$ cat config.mk
export PLATFORM = sky130hd
export DESIGN_NAME = fopc_flash_ctrl
export DESIGN_NICKNAME = d
export VERILOG_FILES = /design/src/fopc_pkg.sv /design/src/fopc_flash_ctrl.sv
export VERILOG_INCLUDE_DIRS = /design/src
export SDC_FILE = /design/constraint.sdc
export NUM_CORES = 1
export LEC_CHECK = 0
export ABC_AREA = 0
export BUFFER_PORTS_ARGS = -buffer_cell sky130_fd_sc_hd__buf_2
export CORE_AREA = 5 5 97 99
export CTS_CLUSTER_SIZE = 30
export DETAILED_ROUTE_END_ITERATION = 12
export DIE_AREA = 0 0 102 104
export MAX_ROUTING_LAYER = met4
export PLACE_DENSITY = 0.78
export SYNTH_ARGS = -nofsm -noshare
export SYNTH_HDL_FRONTEND = slang
export SYNTH_SLANG_ARGS = --single-unit
$ cat constraint.sdc
create_clock -name clk -period 4.8 [get_ports clk]
set_input_delay 0.96 -clock clk [delete_from_list [all_inputs] [get_ports clk]]
set_output_delay 0.96 -clock clk [all_outputs]
set_load 0.05 [all_outputs]
$ cat src/fopc_regs.svh
// register offsets, field positions, masks and timing counts
// assumes inclusion by bare name from the design, the monitor and the testbench
`ifndef FOPC_REGS_SVH
`define FOPC_REGS_SVH

`define FOPC_OFS_DIVIDER   4'h0
`define FOPC_OFS_OPTION    4'h1
`define FOPC_OFS_CONFIG    4'h2
`define FOPC_OFS_PROTECT   4'h3
`define FOPC_OFS_STATUS    4'h4
`define FOPC_OFS_KEYDATA   4'h5
`define FOPC_OFS_CONTROL   4'h6

`define FOPC_DIV_LOADED_BIT   7
`define FOPC_DIV_PRESCALE_BIT 6
`define FOPC_OPT_BACKDOOR_BIT 7
`define FOPC_OPT_NORED_BIT    6
`define FOPC_CFG_KEYWR_BIT    5
`define FOPC_CFG_MASK         8'hE0
`define FOPC_OPT_MASK         8'hC3
`define FOPC_SEC_UNSECURED    2'h2
`define FOPC_PRESCALE_COUNT   3'h7
`define FOPC_KEY_BYTES        4'h8
`define FOPC_GRANULE_SHIFT    9
`define FOPC_CTRL_BLANK_BIT   0
`define FOPC_CTRL_DEBUG_BIT   1

`define FOPC_PULSE_MIN_NS     5000
`define FOPC_PULSE_MAX_NS     6700
`define FOPC_CLK_PERIOD_NS    10
`define FOPC_PULSE_MIN_CYC \
	((`FOPC_PULSE_MIN_NS + `FOPC_CLK_PERIOD_NS - 1) / `FOPC_CLK_PERIOD_NS)
`define FOPC_PULSE_MAX_CYC (`FOPC_PULSE_MAX_NS / `FOPC_CLK_PERIOD_NS)

`endif

$ cat src/fopc_pkg.sv
// types shared by the flash option and protection control block
// assumes fopc_regs.svh for all numeric constants
package fopc_pkg;
	typedef enum logic [1:0]
	{
		FOPC_KEY_IDLE  = 2'b00,
		FOPC_KEY_COLL  = 2'b01,
		FOPC_KEY_FAIL  = 2'b10
	} fopc_key_e;
	typedef logic [7:0] fopc_byte_t;
endpackage : fopc_pkg

$ cat src/fopc_flash_ctrl.sv
// flash option, protection, clock divider and backdoor key control
// assumes bus-clock regs port; nonvolatile bytes stable around reset
`timescale 1ns/1ps
`include "fopc_regs.svh"

module fopc_flash_ctrl
	import fopc_pkg::*;
#(
	parameter int ADDR_W = 16
)
(
	input  wire logic              clk,
	input  wire logic              rst,
	input  wire logic              clkEn,
	input  wire logic [3:0]        regAddr,
	input  wire logic [7:0]        regWrData,
	input  wire logic              regWr,
	input  wire logic              regRd,
	output logic      [7:0]        regRdData,
	input  wire logic [7:0]        nvOptionByte,
	input  wire logic [7:0]        nvProtectByte,
	input  wire logic [63:0]       storedBackdoorKey,
	input  wire logic              debugAccess,
	input  wire logic              blankCheckPass,
	input  wire logic              keyRangeWrite,
	input  wire logic [2:0]        keyRangeIndex,
	input  wire logic [7:0]        keyRangeData,
	input  wire logic [ADDR_W-1:0] checkAddr,
	output logic                   flashClkTick,
	output logic                   progEraseEnable,
	output logic                   addrProtected,
	output logic                   commandStart,
	output logic                   secure,
	output logic                   unsecuredBlocked,
	output logic                   vectorRedirectDisable
);

	fopc_byte_t optionShadow;
	fopc_byte_t protectionRegister;
	fopc_byte_t configRegister;
	logic [5:0] clockDivisor;
	logic       prescaleByEight;
	logic       divisorLoadedFlag;
	logic       loadPending;
	logic       keyUnsecured;
	logic       blankUnsecured;
	logic       debugWriteEn;
	logic [2:0] preCount;
	logic [5:0] divCount;
	logic [2:0] keyIndex;
	logic       preTick;
	logic       keyWrite;
	logic       keyByteOk;
	logic [7:0] keyByteMatch;
	genvar      gi;
	logic       sec2Unsecured;
	fopc_key_e  keyState;
	fopc_byte_t next_regRdData;
	logic [ADDR_W-1:0] protectBoundary;

	// capture nonvolatile bytes on the first enabled edge after release
	// one cycle late so the nonvolatile read has settled after reset
	always_ff @(posedge clk or posedge rst)
	begin
		if (rst)
			loadPending <= 1'b1;
		else if (clkEn)
			loadPending <= 1'b0;
	end

	always_ff @(posedge clk or posedge rst)
	begin
		if (rst)
			optionShadow <= 8'h00;
		else if (clkEn && loadPending)
			optionShadow <= nvOptionByte & `FOPC_OPT_MASK;
		// no write path exists to this register
	end

	// config bits 7 to 5 only
	always_ff @(posedge clk or posedge rst)
	begin
		if (rst)
			configRegister <= 8'h00;
		else if (clkEn && regWr && regAddr == `FOPC_OFS_CONFIG)
			configRegister <= regWrData & `FOPC_CFG_MASK;
	end

	// debug-path write permission bit held by the system
	// reset clears it, so protection starts locked against writes
	always_ff @(posedge clk or posedge rst)
	begin
		if (rst)
			debugWriteEn <= 1'b0;
		else if (clkEn && regWr && regAddr == `FOPC_OFS_CONTROL)
			debugWriteEn <= regWrData[`FOPC_CTRL_DEBUG_BIT];
	end

	always_ff @(posedge clk or posedge rst)
	begin
		if (rst)
			protectionRegister <= 8'h00;
		else if (clkEn && loadPending)
			protectionRegister <= nvProtectByte;
		else if (clkEn && regWr && regAddr == `FOPC_OFS_PROTECT
			&& debugWriteEn)
		begin
			// bit 0 has no write path, so protection never relaxes
			// only tighten when active
			if (!protectionRegister[0])
			begin
				if (regWrData[7:1] < protectionRegister[7:1])
					protectionRegister[7:1] <= regWrData[7:1];
			end
		end
	end

	// first write only
	// later writes drop silently; no error flag here
	always_ff @(posedge clk or posedge rst)
	begin
		if (rst)
		begin
			divisorLoadedFlag <= 1'b0;
			prescaleByEight   <= 1'b0;
			clockDivisor      <= 6'h00;
		end
		else if (clkEn && regWr && regAddr == `FOPC_OFS_DIVIDER
			&& !divisorLoadedFlag)
		begin
			divisorLoadedFlag <= 1'b1;
			prescaleByEight   <= regWrData[`FOPC_DIV_PRESCALE_BIT];
			clockDivisor      <= regWrData[5:0];
		end
	end

	// divide-by-eight prescaler
	// held at zero until loading, so the first tick after loading is aligned to the load
	always_ff @(posedge clk or posedge rst)
	begin
		if (rst)
			preCount <= 3'h0;
		else if (clkEn && divisorLoadedFlag)
			preCount <= (preCount == `FOPC_PRESCALE_COUNT) ? 3'h0
				: preCount + 3'h1;
	end

	assign preTick = !prescaleByEight || preCount == `FOPC_PRESCALE_COUNT;

	always_ff @(posedge clk or posedge rst)
	begin
		if (rst)
		begin
			divCount     <= 6'h00;
			flashClkTick <= 1'b0;
		end
		else if (clkEn)
		begin
			flashClkTick <= 1'b0;
			if (divisorLoadedFlag && preTick)
			begin
				if (divCount >= clockDivisor)
				begin
					divCount     <= 6'h00;
					flashClkTick <= 1'b1;
				end
				else
					divCount <= divCount + 6'h01;
			end
		end
	end

	// debug accesses never feed the comparator
	assign keyWrite = keyRangeWrite && !debugAccess
		&& configRegister[`FOPC_CFG_KEYWR_BIT];
	assign keyByteOk = keyRangeIndex == keyIndex
		&& keyByteMatch[keyIndex];

	// one comparator per key byte, picked by the running index
	generate
		for (gi = 0; gi < `FOPC_KEY_BYTES; gi++)
		begin : g_keyByte
			assign keyByteMatch[gi] = keyRangeData
				== storedBackdoorKey[gi*8 +: 8];
		end
	endgenerate

	always_ff @(posedge clk or posedge rst)
	begin
		if (rst)
		begin
			keyState     <= FOPC_KEY_IDLE;
			keyIndex     <= 3'h0;
		end
		else if (clkEn)
		begin
			case (keyState)
				FOPC_KEY_IDLE,
				FOPC_KEY_COLL,
				FOPC_KEY_FAIL:
				begin
					if (keyWrite)
					begin
						keyIndex <= keyIndex + 3'h1;
						if (!keyByteOk)
							keyState <= FOPC_KEY_FAIL;
						else if (keyState != FOPC_KEY_FAIL)
							keyState <= FOPC_KEY_COLL;
						if (keyIndex == 3'h7)
							keyState <= FOPC_KEY_IDLE;
					end
					else if (!configRegister[`FOPC_CFG_KEYWR_BIT])
					begin
						keyIndex <= 3'h0;
						keyState <= FOPC_KEY_IDLE;
					end
				end
				default:
					keyState <= FOPC_KEY_IDLE;
			endcase
		end
	end

	always_ff @(posedge clk or posedge rst)
	begin
		if (rst)
			keyUnsecured <= 1'b0;
		else if (clkEn && keyWrite && keyIndex == 3'h7 && keyByteOk
			&& keyState != FOPC_KEY_FAIL
			&& optionShadow[`FOPC_OPT_BACKDOOR_BIT])
			keyUnsecured <= 1'b1;
	end

	always_ff @(posedge clk or posedge rst)
	begin
		if (rst)
			blankUnsecured <= 1'b0;
		else if (clkEn && blankCheckPass)
			blankUnsecured <= 1'b1;
	end

	// only 1:0 unsecured
	// shadow keeps its loaded code; unlock flags override it
	assign sec2Unsecured = optionShadow[1:0] == `FOPC_SEC_UNSECURED
		|| keyUnsecured || blankUnsecured;

	assign protectBoundary = ADDR_W'({protectionRegister[7:1],
		{(`FOPC_GRANULE_SHIFT){1'b1}}});

	always_ff @(posedge clk or posedge rst)
	begin
		if (rst)
			secure <= 1'b1;
		else if (clkEn)
			secure <= !sec2Unsecured;
	end

	always_ff @(posedge clk or posedge rst)
	begin
		if (rst)
			unsecuredBlocked <= 1'b0;
		else if (clkEn)
			unsecuredBlocked <= !sec2Unsecured && debugAccess;
	end

	always_ff @(posedge clk or posedge rst)
	begin
		if (rst)
			vectorRedirectDisable <= 1'b0;
		else if (clkEn)
			vectorRedirectDisable <= optionShadow[`FOPC_OPT_NORED_BIT];
	end

	always_ff @(posedge clk or posedge rst)
	begin
		if (rst)
			progEraseEnable <= 1'b0;
		else if (clkEn)
			progEraseEnable <= divisorLoadedFlag;
	end

	always_ff @(posedge clk or posedge rst)
	begin
		if (rst)
			addrProtected <= 1'b0;
		else if (clkEn)
			addrProtected <= !protectionRegister[0]
				&& checkAddr > protectBoundary;
	end

	// cleared key enable starts a command
	// debug writes start commands too; gating lies elsewhere
	always_ff @(posedge clk or posedge rst)
	begin
		if (rst)
			commandStart <= 1'b0;
		else if (clkEn)
			commandStart <= keyRangeWrite
				&& !configRegister[`FOPC_CFG_KEYWR_BIT];
	end

	always_comb
	begin
		next_regRdData = 8'h00;
		if (regAddr == `FOPC_OFS_DIVIDER)
			next_regRdData = {divisorLoadedFlag, prescaleByEight,
				clockDivisor};
		else if (regAddr == `FOPC_OFS_OPTION)
			next_regRdData = optionShadow;
		else if (regAddr == `FOPC_OFS_CONFIG)
			next_regRdData = configRegister;
		else if (regAddr == `FOPC_OFS_PROTECT)
			next_regRdData = protectionRegister;
		else if (regAddr == `FOPC_OFS_STATUS)
			next_regRdData = {5'h00, keyUnsecured, blankUnsecured,
				!sec2Unsecured};
		else if (regAddr == `FOPC_OFS_CONTROL)
			next_regRdData = {6'h00, debugWriteEn, 1'b0};
	end

	// read data valid only the cycle after the strobe
	// zero when idle so stale contents never reach the bus
	always_ff @(posedge clk or posedge rst)
	begin
		if (rst)
			regRdData <= 8'h00;
		else if (clkEn)
			regRdData <= regRd ? next_regRdData : 8'h00;
	end

endmodule : fopc_flash_ctrl

==> results of run 1 <==
## through the flow
step | std cells | worst slack (ns) | util | instance area [um^2] | hold WS (ns)
2_1_floorplan | 447 | 2.32 | - | 4080 | 0.447
6_report | 679 | 2.22 | 0.580 | 4910 | 0.512
4_1_cts | 679 | 2.28 | 0.580 | 4910 | 0.518
3_3_place_gp | 671 | 2.01 | 0.569 | 4820 | 0.486
5_1_grt | 679 | 2.07 | 0.580 | 4910 | 0.541
3_5_place_dp | 671 | 1.94 | 0.569 | 4820 | 0.495
## synthesized netlist by cell type (3+ instances only)
cell / count
nand4_1: 19
o21ai_0: 22
dfrtp_1: 54
ha_1: 24
a311oi_1: 9
buf_2: 9
and3_1: 9
inv_1: 36
nor3_1: 15
or3_1: 4
xnor2_1: 40
a21o_1: 12
nor4_1: 13
nor2_1: 7
mux2_2: 20
clkbuf_1: 13
or3_2: 4
nand2_1: 20
nand3_1: 22
o22ai_1: 7
a21oi_1: 16
nor2b_1: 3
xor2_1: 27
nand2b_1: 4
a22oi_1: 5
## cell families after synthesis
group,Yosys count,synth area share
flip-flops,56,0.344
multiplexers,20,0.0552
XOR/XNOR,67,0.144
AO/OA/AOI/OAI,93,0.154
buffers and inverters,60,0.0598
adder cells (fa/ha/maj),24,0.0736
AND/OR/NAND/NOR,127,0.169
## worst max-delay path, stage by stage
cell and delay [ns]:
buf_2 0.18, nor2_1 0.25, nand2_1 0.15, nor3_1 0.65, buf_4 0.27, mux2_2 0.33
## layout make-up
type | count | area (um^2) | share of cell area
clock buffer | 6 | 72.6 | 0.0148
clock inverter | 2 | 16.3 | 0.00332
inverter | 36 | 135 | 0.0275
multi-input combinational | 331 | 2430 | 0.496
sequential | 56 | 1400 | 0.286
tap | 108 | 135 | 0.0275
timing repair buffer | 140 | 708 | 0.144
## routing by layer
metal / vias to the layer above / track usage / share of wire
met5: - / - / 0
met3: 19 / 0.0369 / 0.084
li1: 1859 / - / -
met4: 0 / 0.0600 / 0.019
met2: 179 / 0.354 / 0.49
met1: 1786 / 0.275 / 0.41
## registers in the layout, indices dropped and copies added, names as in the netlist, 3 cells and up
signal and count:
clockDivisor 6, configRegister 3, divCount 6, keyIndex 3
optionShadow 4, preCount 3, protectionRegister 8, regRdData 8
## power groups by stage
stage	Clock, W	Combinational [W]	Sequential, W
6_report	0.000259	0.000597	0.000643
5_1_grt	0.000280	0.000683	0.000658
4_1_cts	0.000270	0.000603	0.000644
3_5_place_dp	0	0.000598	0.000654
3_3_place_gp	0	0.000570	0.000647
2_1_floorplan	0	0.000404	0.000671
## worst paths after layout
kind,from,end,slack (ns),depth (start not counted)
max,regAddr[1],clockDivisor[0],2.22,6
min,configRegister[7],configRegister[7],0.51,1
max reg2reg,protectionRegister[2],protectionRegister[6],2.60,8
min reg2reg,configRegister[7],configRegister[7],0.51,1
max in group asynchronous,rst,keyUnsecured,3.50,3
min in group asynchronous,rst,regRdData[1],0.83,3
==> metrics.yaml, run 1 <==
switching_share: 0.380
max_slew_margin: 0.420
total_power_w: 0.00150
drtIter0Drc: 146
ctsResizeCount: 0
synth.distinct_cells: 50
syn_to_final_growth_pct: 20.2
ys.flop_type: "dfrtp_1"
routed_wl_um: 11100
report.final.hold_viol_count: 0
synth_largest_area_cell: "dfrtp_1"
grt_antenna_before_repair: 0
min_path_type: "register to register"
cap_violations: 0
rows: 34
synth_top_area_share: 0.331
final_common_cell: "buf_2"
n_antenna_cell: 0
power_density_nw_per_um2: 306
internal_power_w: 0.000930
post-cts-setup-buffers: 0
io_pins: 142
slew_viol_final: 0
fmax_mhz: 387
clock_sinks: 56
clkTransAtPathRegs_ns: 0.10
grt_pass1_vias: 3874
arrival_ns: 2.79
fin_setup_tns_ns: 0
p_comb_frac: 0.398
via_per_inst: 5.66
period_needed_ns: 2.58
overflow: 0
gp_congestion: 0.881
avgSynthCellArea_um2: 9.13
coreArea_um2: 8470
fp.dieW_um: 102
cp_max_fo: 14
sequentialPowerShare: 0.429
clockPowerShare: 0.173
cts_buffers: 5
ys_ff_latch: 56
nFillCells: 774
cts_max_level: 2
synth_nets: 598
drive_gt1_frac: 0.315
final_cell_mix: "buf_2, dfrtp_1, xnor2_1"
clock_latency_ns: 0.31
fp.dieH_um: 104
status: "finished clean"
tightestPinTransition_ns: 0.867
nets: 721
final.setup_skew_ns: 0.00336
die_area_um2: 10600
start_util: 0.482
synth_area_um2: 4080
vias: 3843
setup_violations: 0
io_buffers: 137
dr.pass1.iters: 5
async_flop_share: 1.00
end_kind: "register"
syn_inst: 447
rsz0062_at_grt: "no"
min_period_over_period: 0.538
synth_edf_count: 0
synth_seq_area_share: 0.344
dpl.hpwl_um: 8950
wl_per_cell_um: 16.3
grt_usage: 0.216
critical_path_class: "primary input to register"
required_ns: 5.00
start_kind: "primary input"
p_leak_nw: 2.37
grt_pass1_wl_um: 18200
yosys-top-cells-area: "dfrtp_1, xnor2_1, ha_1"
root_buffer: "clkbuf_8"
cts_tree: "built"
p_switching_w: 0.000570
grt_max_degree: 57
ant_nets: 0
vdd_drop_max_mv: 0.162
cts_buffer_depth: 2
drc: 0
cts_hold_buf: 0
ys_warn_count: 0
(Power assumes the default switching activity.)
==> run 2, diff against run 1 <==
--- a/config.mk
+++ b/config.mk
@@ -8,12 +8,12 @@
 export LEC_CHECK = 0
 export ABC_AREA = 0
 export BUFFER_PORTS_ARGS = -buffer_cell sky130_fd_sc_hd__buf_2
-export CORE_AREA = 5 5 97 99
+export CORE_AREA = 5 5 101 103
 export CTS_CLUSTER_SIZE = 30
 export DETAILED_ROUTE_END_ITERATION = 12
-export DIE_AREA = 0 0 102 104
+export DIE_AREA = 0 0 106 108
 export MAX_ROUTING_LAYER = met4
-export PLACE_DENSITY = 0.78
+export PLACE_DENSITY = 0.76
 export SYNTH_ARGS = -nofsm -noshare
 export SYNTH_HDL_FRONTEND = slang
 export SYNTH_SLANG_ARGS = --single-unit
==> constraint.sdc (replaced) <==
create_clock -name clk -period 2.3 [get_ports clk]
set_input_delay 0.46 -clock clk [delete_from_list [all_inputs] [get_ports clk]]
set_output_delay 0.46 -clock clk [all_outputs]
set_load 0.05 [all_outputs]
==> run 2 against run 1 <==
  * Worst setup slack got worse by 2.1 ns
  * Die area increased by 7.9%
  * Critical path depth increased by 3
  * Sequential cell count unchanged
  * Count of clock-buffer cells in the layout decreased by 1
  * First-iteration DRC count increased by 70%
  * Clock skew increased by 0.012 ns
  * Power increased by 110%
  * Sequential power increased by 110%
  * Combinational power increased by 110%
  * Critical endpoint is now divCount[2]
  * Sequential share of layout area decreased by 0.45 points
  * Critical path type is now register to register
  * Via count increased by 0.96%
==> metrics.yaml, run 2 (synthesis gave the netlist of run 1 again) <==
final_common_cell: "buf_2"
rsz0062_at_grt: "no"
min_period_over_period: 0.941
tightestPinTransition_ns: 0.518  # -0.349 ns
crit_top_cell: "a21o_1"
report.final.hold_viol_count: 0  # unchanged
critical_path.top_delay_family: "compound AO/OA/AOI/OAI gates"
final.setup_skew_ns: 0.0156  # +0.0123 ns
cts_buffer_depth: 2  # unchanged
grt_usage: 0.202  # -0.0140
overflow: 0  # unchanged
start_kind: "register"
drtIter0Drc: 248  # +70%
cp_max_fo: 8  # -6
p_leak_nw: 2.40  # +1.4%
via_per_inst: 5.63  # -0.50%
crit_cells: 9  # +3
io_pins: 142  # unchanged
coreArea_um2: 9110  # +7.6%
dr.pass1.iters: 4  # -1
routed_wl_um: 11200  # +0.84%
end_kind: "register"
cts_hold_buf: 0  # unchanged
grt_max_degree: 57  # unchanged
io_buffers: 137  # unchanged
drc: 0  # unchanged
fmax_mhz: 462
setup_violations: 0  # unchanged
rows: 35  # +2.9%
arrival_ns: 2.44  # -0.35 ns
cp_num_buf_inv: 1  # -1
grt_pass1_vias: 3876  # +0.052%
final_cell_area_um2: 4980  # +1.6%
cts_max_level: 2  # unchanged
grt_pass1_wl_um: 18400  # +1.1%
reg_top3: "protectionRegister: 8 flops, regRdData: 8 flops"
cap_violations: 0  # unchanged
fp.dieW_um: 106  # +3.9%
start_util: 0.448  # -0.0340
period_needed_ns: 2.16
slew_viol_final: 0  # unchanged
fp.dieH_um: 108  # +3.8%
clock_sinks: 56  # unchanged
gp_congestion: 0.879  # -0.31%
dpl.hpwl_um: 8870  # -0.95%
critical_path_class: "register to register"
reg2reg_depth: 9  # +1
wl_per_cell_um: 16.2  # -0.62%
fin_setup_tns_ns: 0  # unchanged
drive_gt1_frac: 0.326  # +0.0106
die_area_um2: 11400  # +7.9%
root_buffer: "clkbuf_8"
slowest_delay_ns: 0.43  # -0.22 ns
syn_to_final_growth_pct: 22.1
nets: 727  # +0.83%
min_path_type: "primary input to asynchronous set/reset pin"
vias: 3880  # +0.96%
path_cells: "inv_1 > ha_1 > nand2b_1 > a21o_1 > a21o_1 > a211oi_1 > o21bai_2 > nor4_1 > a211o_1"
max_slew_margin: 0.654  # +0.233
status: "finished clean"
final_cell_mix: "buf_2, dfrtp_1, xnor2_1"
clkTransAtPathRegs_ns: 0.12  # +0.02 ns
required_ns: 2.58  # -2.42 ns
vdd_drop_max_mv: 0.286  # +77%
cts_tree: "built"
ant_nets: 0  # unchanged
clock_latency_ns: 0.32  # about the same
grt_antenna_before_repair: 1  # +1
cts_buffers: 5  # unchanged
cpMaxStageDelayCell: "dfrtp_1"
dpl-instance-area_um2: 4870  # +1.1%
power_density_nw_per_um2: 641  # +110%
## run 2: cell type report
cell class / count / area [um^2]
antenna: 1 / 2.50
timing repair buffer: 146 / 766
inverter: 36 / 135
clock buffer: 5 / 68.8
multi-input combinational: 331 / 2450
clock inverter: 3 / 23.8
fill: 846 / 4120
sequential: 56 / 1400
tap: 111 / 139
## run 2: path summary, 6_finish.rpt
path	start	slack [ns]	to
worst max-delay path	divCount[0]	0.14	divCount[2]
worst min-delay path	rst	0.17	divisorLoadedFlag
worst max register to register	divCount[0]	0.14	divCount[2]
worst min register to register	blankUnsecured	0.51	blankUnsecured
max in group asynchronous	rst	1.83	loadPending
min in group clk	nvOptionByte[0]	0.37	optionShadow[0]
## run 2: what timing repair did
| item | 4_1_cts | 5_1_grt |
|---|---|---|
| buffers inserted | 0 | 1 |
| setup endpoints to repair | 0 | 4 |
| gates resized for setup | 0 | 2 |
| hold endpoints to repair | 0 | 0 |
## run 2: worst register-to-register path: cells and delay by family (launching register included)
| kind | cells | cell delay (ns) |
|---|---|---|
| AOI/OAI and AO/OA | 5 | 0.94 |
| DFF | 1 | 0.43 |
| and+or+nand+nor | 2 | 0.40 |
| adders and majority gates | 1 | 0.26 |
| buffers and inverters | 1 | 0.06 |
## run 2: routing by layer
layer  GRT usage  vias to the layer above  part of all wire
li1            -                     1869                 -
met1       0.257                     1866              0.42
met2       0.341                      131              0.50
met3      0.0299                       14             0.060
met4      0.0546                        0             0.017
met5           -                        -                 0
## run 2: power breakdown
group	internal (W)	leakage [nW]	total (W)	switching, W
clock	0.000217	0.0404	0.000563	0.000346
combinational	0.000577	1.67	0.00128	0.000708
sequential	0.00117	0.685	0.00135	0.000178
## run 2: through the flow
stage	hold slack [ns]	instances	setup slack [ns]	power (W)	util
3_3_place_gp	0.472	679	0.0535	0.00255	0.535
3_5_place_dp	0.481	679	0.000738	0.00262	0.535
5_1_grt	0.205	689	0.0617	0.00343	0.547
4_1_cts	0.181	687	0.103	0.00318	0.545
6_report	0.175	689	0.136	0.00320	0.547
2_1_floorplan	0.447	447	0.319	0.00224	-
